**src/isi_consts.svh**
```systemverilog
// Offsets, field positions, reset values and timing counts of the inserter
`ifndef ISI_CONSTS_SVH
`define ISI_CONSTS_SVH

// Register byte addresses
`define ISI_ADDR_FRAME_CTRL 32'hF1000610
`define ISI_ADDR_FRAME_COUNT 32'hF1000614
`define ISI_ADDR_TRIG_CTRL 32'hF1000620
`define ISI_ADDR_TRIG_COUNT 32'hF1000624
`define ISI_ADDR_SIG_CTRL 32'hF1000630
`define ISI_ADDR_SIG_USER 32'hF1000634

// Field positions
`define ISI_PRESENCE_BIT 0
`define ISI_CNT_RESET_BIT 1
`define ISI_ENABLE_BIT 6
`define ISI_LINE_LO 16
`define ISI_LINE_HI 31

// Reset values
`define ISI_ENABLE_RESET 1'b0
`define ISI_LINE_RESET 16'h0000
`define ISI_USER_RESET 32'h00000000

// Cycle time structure
`define ISI_OFS_MAX 3071
`define ISI_CYC_MAX 7999
`define ISI_OFS_RATE_KHZ 24576
`define ISI_CLK_RATE_KHZ 50000

// Signature layout, byte indices inside the line
`define ISI_SIG_BYTES 48
`define ISI_SIG_CYCLE_AT 0
`define ISI_SIG_FRAME_AT 4
`define ISI_SIG_TRIG_AT 8
`define ISI_SIG_USER_AT 44

`endif

```
**src/isi_pkg.sv**
```systemverilog
// Types shared by the image signature inserter
package isi_pkg;

  typedef logic [31:0] isi_word_t;

  // Bit layout gives seconds, cycles and offset their word masks
  typedef struct packed {
    logic [6:0] seconds;
    logic [12:0] cycles;
    logic [11:0] offset;
  } isi_ctime_s;

  typedef struct packed {
    logic wr;
    logic rd;
    isi_word_t addr;
    isi_word_t wdata;
  } isi_req_s;

  typedef struct packed {
    logic valid;
    logic sof;
    logic sol;
    logic [7:0] data;
  } isi_pix_s;

  typedef struct packed {
    isi_ctime_s cycleTime;
    isi_word_t frameCount;
    isi_word_t trigCount;
    isi_word_t userWord;
  } isi_snap_s;

  typedef enum logic [0:0] {
    ISI_WAIT_FRAME = 1'b0,
    ISI_IN_FRAME = 1'b1
  } isi_phase_e;

  typedef struct packed {
    isi_phase_e phase;
    logic [1:0] integSync;
    logic [1:0] trigSync;
    logic integPrev;
    logic trigPrev;
    logic [15:0] phaseAcc;
    isi_ctime_s cycleTime;
    isi_ctime_s cycleLatch;
    isi_word_t frameCount;
    isi_word_t trigCount;
    logic sigEnable;
    logic [15:0] lineField;
    isi_word_t userWord;
    isi_snap_s snap;
    logic [15:0] lineCnt;
    logic [15:0] byteCnt;
    isi_word_t rdata;
    isi_pix_s pix;
  } isi_state_s;

endpackage

```
**src/isi_user_mem.sv**
```systemverilog
// Per-entry user words for sequence mode, registered read port
`timescale 1ns/1ps
module isi_user_mem #(
  parameter int DEPTH = 32,
  parameter int AW = 5
) (
  input wire logic clk,
  input wire logic rstN,
  input wire logic wrEn,
  input wire logic [AW-1:0] wrAddr,
  input isi_pkg::isi_word_t wrData,
  input wire logic [AW-1:0] rdAddr,
  output isi_pkg::isi_word_t rdData
);
  import isi_pkg::*;

  isi_word_t mem [DEPTH];

  always_ff @(posedge clk) begin
    if (wrEn) begin
      mem[wrAddr] <= wrData;
    end
  end

  // Array itself has no reset; entries read as written
  // Write-first, so a read just after a write sees the new word
  always_ff @(posedge clk or negedge rstN) begin
    if (!rstN) begin
      rdData <= '0;
    end else begin
      rdData <= (wrEn && wrAddr == rdAddr) ? wrData : mem[rdAddr];
    end
  end
endmodule // isi_user_mem

```
**src/isi_inserter.sv**
```systemverilog
// Image signature inserter: counters, cycle timer, registers, stream path
//
// Notes on behaviour
// - Control bit 0 reads as feature present
// - Enable bit 6 gates signature insertion
// - Target line from control bits 16..31
// - Non-negative position counts from the top
// - Negative position counts from the bottom
// - Position equal height hits padding line
// - No padding: signature is simply omitted
// - Writable 32-bit user word enters signature
// - Sequence mode uses per-entry user word
// - Cycle time latched at integration start
// - Cycle time fills the first four bytes
// - Offset counts 0..3071 at 24.576 MHz
// - Cycles 0..7999 carry into seconds 0..127
// - Seconds, cycles, offset packed per masks
// - Multi-byte values go out low byte first
// - Frame and trigger counters in signature
// - Both counters readable through own registers
// - Counters inserted as full 32-bit values
// - Reset request clears counter, self-clears
//
// The strobed register port was chosen for this implementation.
`timescale 1ns/1ps
`include "isi_consts.svh"
module isi_inserter #(
  parameter int SEQ_DEPTH = 32,
  parameter int SEQ_AW = 5
) (
  input wire logic clk,
  input wire logic reset_n,
  input isi_pkg::isi_req_s regReq,
  output isi_pkg::isi_word_t regRdata,
  input isi_pkg::isi_pix_s pixIn,
  output isi_pkg::isi_pix_s pixOut,
  input wire logic integStartPin,
  input wire logic extTriggerPin,
  input wire logic [15:0] imageHeightLines,
  input wire logic framePadding,
  input wire logic seqModeOn,
  input wire logic [SEQ_AW-1:0] seqEntry
);
  import isi_pkg::*;

  logic [1:0] rstPipe;
  logic rstN;
  isi_state_s s;
  isi_state_s next_s;
  isi_word_t seqUserWord;
  logic seqWrite;

  // Advance the nested cycle timer by one offset tick
  function automatic isi_ctime_s ctimeTick(input isi_ctime_s c);
    isi_ctime_s r;
    r = c;
    if (c.offset == 12'(`ISI_OFS_MAX)) begin
      r.offset = 12'h000;
      if (c.cycles == 13'(`ISI_CYC_MAX)) begin
        r.cycles = 13'h0000;
        r.seconds = 7'(c.seconds + 7'h01);
      end else begin
        r.cycles = 13'(c.cycles + 13'h0001);
      end
    end else begin
      r.offset = 12'(c.offset + 12'h001);
    end
    return r;
  endfunction

  // Byte i of a word, lowest byte first
  function automatic logic [7:0] wordByte(input isi_word_t w,
                                          input logic [1:0] i);
    return w[8*i +: 8];
  endfunction

  // Signature byte at a given position of the signature line
  function automatic logic [7:0] sigByte(input isi_snap_s sn,
                                         input logic [15:0] idx);
    logic [7:0] b;
    b = 8'h00;
    if (idx < 16'(`ISI_SIG_FRAME_AT)) begin
      b = wordByte(sn.cycleTime, idx[1:0]);
    end else if (idx < 16'(`ISI_SIG_TRIG_AT)) begin
      b = wordByte(sn.frameCount, idx[1:0]);
    end else if (idx < 16'(`ISI_SIG_TRIG_AT + 4)) begin
      b = wordByte(sn.trigCount, idx[1:0]);
    end else if (idx >= 16'(`ISI_SIG_USER_AT) &&
                 idx < 16'(`ISI_SIG_BYTES)) begin
      b = wordByte(sn.userWord, idx[1:0]);
    end
    return b;
  endfunction

  // Counter register view: presence bit only, reset bit reads zero
  function automatic isi_word_t ctrlView();
    isi_word_t v;
    v = '0;
    v[`ISI_PRESENCE_BIT] = 1'b1;
    return v;
  endfunction

  // Control register readback: presence, enable and signed position
  function automatic isi_word_t ctrlWord(input logic en,
                                         input logic [15:0] pos);
    isi_word_t v;
    v = '0;
    v[`ISI_PRESENCE_BIT] = 1'b1;
    v[`ISI_ENABLE_BIT] = en;
    v[`ISI_LINE_HI:`ISI_LINE_LO] = pos;
    return v;
  endfunction

  // Write strobe aimed at one register address
  function automatic logic wrHit(input isi_req_s q, input isi_word_t a);
    return q.wr && q.addr == a;
  endfunction

  // Rising edge between the synchronised level and its previous sample
  function automatic logic rise(input logic cur, input logic prev);
    return cur && !prev;
  endfunction

  // Next counter value; a clear meeting an event keeps the event
  function automatic isi_word_t cntNext(input isi_word_t c,
                                        input logic clr,
                                        input logic ev);
    isi_word_t r;
    r = c;
    if (clr) begin
      r = ev ? 32'h00000001 : 32'h00000000;
    end else if (ev) begin
      r = 32'(c + 32'h00000001);
    end
    return r;
  endfunction

  // Reset release through two flip-flops
  always_ff @(posedge clk or negedge reset_n) begin
    if (!reset_n) begin
      rstPipe <= 2'h0;
    end else begin
      rstPipe <= {rstPipe[0], 1'b1};
    end
  end
  assign rstN = rstPipe[1];

  // Sequence mode steers user word writes to the active entry
  assign seqWrite = wrHit(regReq, `ISI_ADDR_SIG_USER) && seqModeOn;

  isi_user_mem #(
    .DEPTH(SEQ_DEPTH),
    .AW(SEQ_AW)
  ) userMem (
    .clk(clk),
    .rstN(rstN),
    .wrEn(seqWrite),
    .wrAddr(seqEntry),
    .wrData(regReq.wdata),
    .rdAddr(seqEntry),
    .rdData(seqUserWord)
  );

  logic [16:0] accSum;
  logic integEdge;
  logic trigEdge;
  logic frameReset;
  logic trigReset;
  logic signed [16:0] posSigned;
  logic signed [16:0] heightSigned;
  logic signed [16:0] tgtSigned;
  logic tgtValid;
  logic [15:0] tgtLine;
  logic [15:0] curLine;
  logic [15:0] curByte;
  isi_snap_s liveSnap;
  isi_snap_s useSnap;
  logic inFrame;
  logic doInsert;
  isi_word_t activeUser;
  isi_word_t ctrlRead;

  always_comb begin
    next_s = s;

    // Pins from outside pass two flops before any use
    next_s.integSync = {s.integSync[0], integStartPin};
    next_s.trigSync = {s.trigSync[0], extTriggerPin};
    next_s.integPrev = s.integSync[1];
    next_s.trigPrev = s.trigSync[1];
    integEdge = rise(s.integSync[1], s.integPrev);
    trigEdge = rise(s.trigSync[1], s.trigPrev);

    // Offset ticks at 24.576 MHz from a 50 MHz clock by phase stepping
    accSum = {1'b0, s.phaseAcc} + 17'(`ISI_OFS_RATE_KHZ);
    if (accSum >= 17'(`ISI_CLK_RATE_KHZ)) begin
      next_s.phaseAcc = 16'(accSum - 17'(`ISI_CLK_RATE_KHZ));
      next_s.cycleTime = ctimeTick(s.cycleTime);
    end else begin
      next_s.phaseAcc = accSum[15:0];
    end

    if (integEdge) begin
      next_s.cycleLatch = s.cycleTime;
    end

    // Sequence mode takes the active entry's word
    // Entry change shows one cycle late, the memory read is registered
    activeUser = seqModeOn ? seqUserWord : s.userWord;

    // Stream position of the incoming byte
    if (pixIn.sof) begin
      curLine = 16'h0000;
    end else if (pixIn.sol) begin
      curLine = 16'(s.lineCnt + 16'h0001);
    end else begin
      curLine = s.lineCnt;
    end
    curByte = (pixIn.sof || pixIn.sol) ? 16'h0000 : s.byteCnt;

    // Snapshot taken at frame start, held for the whole frame
    liveSnap.cycleTime = s.cycleLatch;
    liveSnap.frameCount = s.frameCount;
    liveSnap.trigCount = s.trigCount;
    liveSnap.userWord = activeUser;
    useSnap = pixIn.sof ? liveSnap : s.snap;

    // Target line from the signed position field
    // Positions below minus the height select no line at all
    posSigned = 17'(signed'(s.lineField));
    heightSigned = signed'({1'b0, imageHeightLines});
    if (posSigned >= 0) begin
      tgtSigned = posSigned;
    end else begin
      tgtSigned = heightSigned + posSigned;
    end
    if (posSigned < -heightSigned) begin
      tgtValid = 1'b0;
    end else if (tgtSigned < heightSigned) begin
      tgtValid = 1'b1;
    end else if (tgtSigned == heightSigned) begin
      tgtValid = framePadding;
    end else begin
      tgtValid = 1'b0;
    end
    tgtLine = tgtSigned[15:0];

    inFrame = pixIn.sof || s.phase == ISI_IN_FRAME;
    doInsert = pixIn.valid && inFrame && s.sigEnable &&
               tgtValid && curLine == tgtLine &&
               curByte < 16'(`ISI_SIG_BYTES);

    // Signature overwrites bytes in place; framing is untouched
    next_s.pix = pixIn;
    if (doInsert) begin
      next_s.pix.data = sigByte(useSnap, curByte);
    end

    // Insertion waits for the first frame start after reset
    unique case (s.phase)
      ISI_WAIT_FRAME: begin
        if (pixIn.valid && pixIn.sof) begin
          next_s.phase = ISI_IN_FRAME;
        end
      end
      ISI_IN_FRAME: begin
        next_s.phase = ISI_IN_FRAME;
      end
    endcase

    if (pixIn.valid) begin
      next_s.lineCnt = curLine;
      // Byte count saturates so an endless line never wraps to a match
      if (curByte != 16'hFFFF) begin
        next_s.byteCnt = 16'(curByte + 16'h0001);
      end else begin
        next_s.byteCnt = curByte;
      end
      if (pixIn.sof) begin
        next_s.snap = liveSnap;
      end
    end

    // Counter reset requests; a coincident event still counts
    frameReset = wrHit(regReq, `ISI_ADDR_FRAME_CTRL) &&
                 regReq.wdata[`ISI_CNT_RESET_BIT];
    trigReset = wrHit(regReq, `ISI_ADDR_TRIG_CTRL) &&
                regReq.wdata[`ISI_CNT_RESET_BIT];
    next_s.frameCount = cntNext(s.frameCount, frameReset,
                                pixIn.valid && pixIn.sof);
    next_s.trigCount = cntNext(s.trigCount, trigReset, trigEdge);

    // Register writes
    // Enable and position act at once, even in mid-frame
    if (regReq.wr) begin
      unique case (regReq.addr)
        `ISI_ADDR_SIG_CTRL: begin
          next_s.sigEnable = regReq.wdata[`ISI_ENABLE_BIT];
          next_s.lineField =
            regReq.wdata[`ISI_LINE_HI:`ISI_LINE_LO];
        end
        `ISI_ADDR_SIG_USER: begin
          if (!seqModeOn) begin
            next_s.userWord = regReq.wdata;
          end
        end
        default: begin
        end
      endcase
    end

    // Register reads, data in the following cycle
    ctrlRead = ctrlWord(s.sigEnable, s.lineField);
    next_s.rdata = '0;
    if (regReq.rd) begin
      unique case (regReq.addr)
        `ISI_ADDR_SIG_CTRL: next_s.rdata = ctrlRead;
        `ISI_ADDR_SIG_USER: next_s.rdata = activeUser;
        `ISI_ADDR_FRAME_CTRL: next_s.rdata = ctrlView();
        `ISI_ADDR_TRIG_CTRL: next_s.rdata = ctrlView();
        `ISI_ADDR_FRAME_COUNT: next_s.rdata = s.frameCount;
        `ISI_ADDR_TRIG_COUNT: next_s.rdata = s.trigCount;
        default: next_s.rdata = '0;
      endcase
    end
  end

  // Whole state in one register; reset values from the constants header
  always_ff @(posedge clk or negedge rstN) begin
    if (!rstN) begin
      s <= '0;
      s.phase <= ISI_WAIT_FRAME;
      s.sigEnable <= `ISI_ENABLE_RESET;
      s.lineField <= `ISI_LINE_RESET;
      s.userWord <= `ISI_USER_RESET;
    end else begin
      s <= next_s;
    end
  end

  assign regRdata = s.rdata;
  assign pixOut = s.pix;
endmodule // isi_inserter

```
**config.mk**
```make
export PLATFORM = sky130hd
export DESIGN_NAME = isi_inserter
export DESIGN_NICKNAME = d
export VERILOG_FILES = /design/src/isi_pkg.sv /design/src/isi_user_mem.sv /design/src/isi_inserter.sv
export VERILOG_INCLUDE_DIRS = /design/src
export SDC_FILE = /design/constraint.sdc
export NUM_CORES = 2
export LEC_CHECK = 0
export BUFFER_PORTS_ARGS = -buffer_cell sky130_fd_sc_hd__buf_2
export CAP_MARGIN = 5
export CORE_ASPECT_RATIO = 0.9
export CORE_MARGIN = 4
export CORE_UTILIZATION = 66
export CTS_CLUSTER_DIAMETER = 120
export DETAILED_ROUTE_END_ITERATION = 8
export PLACE_DENSITY_LB_ADDON = 0.05
export SLEW_MARGIN = 20
export SYNTH_ARGS = -nofsm -noshare
export SYNTH_HDL_FRONTEND = slang
export SYNTH_SLANG_ARGS = --single-unit
```
**constraint.sdc**
```tcl
create_clock -name clk -period 20.8 [get_ports clk]
set_clock_uncertainty 0.05 [all_clocks]
set_input_delay 4.16 -clock clk [delete_from_list [all_inputs] [get_ports clk]]
set_output_delay 4.16 -clock clk [all_outputs]
set_load 0.02 [all_outputs]
```
==> results.yml <==
clock_tree:
  cts_tree: "done"
  cts_buffer_depth: 3
  cts.repair_timing.setup_buffer_count: 0
  clk_latency_ns: 0.75
  h-tree-depth: 4
  cts_num_sinks: 1457
  cts-resized-gates: 0
  cts_buffers: 142
  ctsHoldBuffers: 0
  path_clk_slew_ns: 0.06
  cts-root-buf: "clkbuf_16"
die:
  die-area_sq_um: 97480
  die_h_um: 296.6
  pin_count: 147
  die_w_um: 328.7
  rows: 105
  initial_core_util_pct: 66.80
  core-area_sq_um: 91440
pwr:
  p_sw_mw: 1.465
  p_leak_nw: 25.03
  pwr_density_cell_nw_per_um2: 91.66
  seqPwrFrac_pct: 52.1
  power_frac_clock_pct: 40.8
  pwr-share-comb_pct: 7.1
  p_sw_share_pct: 23.47
  p_total_mw: 6.241
  internal_power_mw: 4.777
  ir_worst_vdd_mv: 0.08835
synthesis:
  syn-num-nets: 4155
  synth-edff-count: 1024
  ys_async_sr_fraction_pct: 29.72
  synth_area_leaders: "edfxtp_1 (50%), dfrtp_1 (18%), mux4_2 (9.4%)"
  netlist.area_leader.share_pct: 50.34
  yosysTopAreaCell: "edfxtp_1"
  ys.flop_type: "edfxtp_1"
  syn-cell-area_sq_um: 61080
  synth_seq_cells: 1457
  ys_types: 85
  avgSynthCellArea_sq_um: 15.32
  yosys_warnings: 0
  synth_cells: 3987
  yosysSeqAreaShare_pct: 68.08
cells_and_area:
  layout_common_cells: "edfxtp_1 (1,024), nand2_1 (509), dfrtp_1 (431)"
  utilization_pct: 74.47
  drive_gt1_share_pct: 21.00
  fin_nets: 4270
  area_growth_pct: 11.48
  final_common_cell: "edfxtp_1"
critical_path:
  r2r_slack_ns: 15.68
  regToRegEndpoint: "pixOut[5]"
  rr_startpoint: "ctrlRead[21]"
  arrival_ns: 8.65
  end_kind: "register"
  worstPathMaxFanout: 8
  crit_required_ns: 21.36
  startpoint_type: "primary input"
  rr_worst_depth: 16
  critPathKind: "in2reg"
detailed_routing:
  ant_nets: 0
  wl_per_cell_um: 31.04
  dr.first_iter.drc_count: 5039
  avgViaCountPerCell: 6.856
  drc: 0
  wl_um: 169100
  drtPass1Iterations: 8
  vias: 37350
sta:
  fin_crit_sh_pct: 38.88
  worst_pin_slew_ns: 1.175
  slew_violations: 0
  fin_setup_tns_ns: 0
  fmax_mhz: 123.6
  finalCriticalPeriod_ns: 8.088
  hold_viol: 0
  relSlewSlack_pct: 21.70
  rsz0062_at_grt: "no"
  setup_viol: 0
global_route:
  grt_pass1_wl_um: 250300
  antenna_found_initial: 7
  overflow: 0
  grt_use_total_pct: 35.37
  grt_pass1_vias: 37160
  grt_start_max_net_pins: 150
place:
  port_buffers: 146
  gp_congestion: 0.8990
  hpwl_um: 106500
job:
  drv_cap: 0
outcome:
  status: "finished, final reports clean"
min_path:
  hold_path.class: "reg2async"
==> how the worst max path moves through the flow <==
stage,from,end,slack [ns],cells after the start
after detailed placement,imageHeightLines[1],pixOut[5],12.11,18
final,imageHeightLines[3],pixOut[5],12.71,17
after floorplan,rstPipe[1],ctrlRead[16],7.79,0
after global routing,imageHeightLines[3],pixOut[3],12.45,17
after CTS,imageHeightLines[1],pixOut[0],12.84,18
after global placement,imageHeightLines[1],pixOut[0],12.12,18
==> per-stage QoR <==
step / worst slack [ns] / std cells / hold slack (ns) / cell area [sq um]
after floorplan: 7.788 / 3987 / 0.2812 / 61080
after detailed placement: 12.11 / 5179 / 0.2886 / 63260
after CTS: 12.84 / 5435 / 0.3109 / 67880
after global placement: 12.12 / 5169 / 0.2877 / 63010
after global routing: 12.45 / 5446 / 0.2292 / 68090
final: 12.71 / 5448 / 0.1966 / 68090
==> power by group through the flow <==
stage          registers [mW]  logic [mW]  clock network (mW)
3_3_place_gp             3.31       0.421                   0
6_report                 3.25       0.442                2.55
2_1_floorplan            3.29       0.264                   0
5_1_grt                  3.26       0.475                2.71
4_1_cts                  3.25       0.436                2.57
3_5_place_dp             3.31       0.432                   0
==> layer usage <==
metal	vias to the layer above	wire (um)	track usage, %
li1	15480	-	-
met1	18950	61640	48.47
met2	2471	81250	56.25
met3	446	17430	7.177
met4	6	8747	15.95
met5	-	44	0
==> logic make-up after synthesis <==
kind of cell	after synthesis	share of synthesized area (%)
flops	1457	68.08
simple gates	1041	7.567
compound gates	538	6.242
mux	431	12.58
buf+inv	320	2.264
xor+xnor	135	1.936
fa+ha+maj	64	1.323
other cells	1	0.006140
==> cell usage after synthesis (all sizes together), types with 5 or more instances <==
cell type	n
nand2	510
a22oi	37
o211ai	16
o21ai	73
mux2i	43
a211oi	8
xor2	52
and4	7
a21o	6
or3	14
nor2	256
clkbuf	176
nor4	16
nand2b	10
a21oi	110
mux4	256
nor3b	5
buf	84
dfrtp	433
nand3	57
a222oi	14
nand4	31
o2bb2ai	15
or2	6
or4	6
o21a	11
inv	59
a31oi	39
mux2	132
ha	63
edfxtp	1024
nor2b	17
o2111ai	7
o221ai	7
nand3b	9
nor3	45
xnor2	83
and2	7
o22ai	28
a22o	64
o31ai	7
a221oi	66
and3	30
==> registers in the layout (all words and copies together) (netlist names), 4 cells and up <==
name,cells
userMem.mem,1024
s,239
liveSnap,96
regRdata,32
userMem.rdData,32
ctrlRead,17
pixOut,11
next_s,4
==> final cells by class <==
class / count / area, sq um
clock buffer: 194 / 3870
inverter: 60 / 225.2
antenna: 4 / 10.01
clock inverter: 62 / 748.2
tap: 1230 / 1539
fill: 5466 / 23340
timing repair buffer: 231 / 1705
sequential: 1457 / 41590
multi-input combinational: 2210 / 18410
==> worst max-delay path, cell delays in order <==
cell       delay [ns]
buf_2            0.11
ha_1             0.36
o21ai_0          0.15
o21bai_1         0.45
o2111a_1         0.45
o21a_1           0.18
nor2_1           0.05
o311ai_1         0.54
ha_1             0.25
nand2_1          0.06
nor4_1           0.23
a211oi_1         0.11
o21a_1           0.11
a22oi_1          0.18
o2111ai_1        0.19
nor4_4           0.63
mux2_2           0.42
Note: power is estimated with default switching activity, not from simulation.
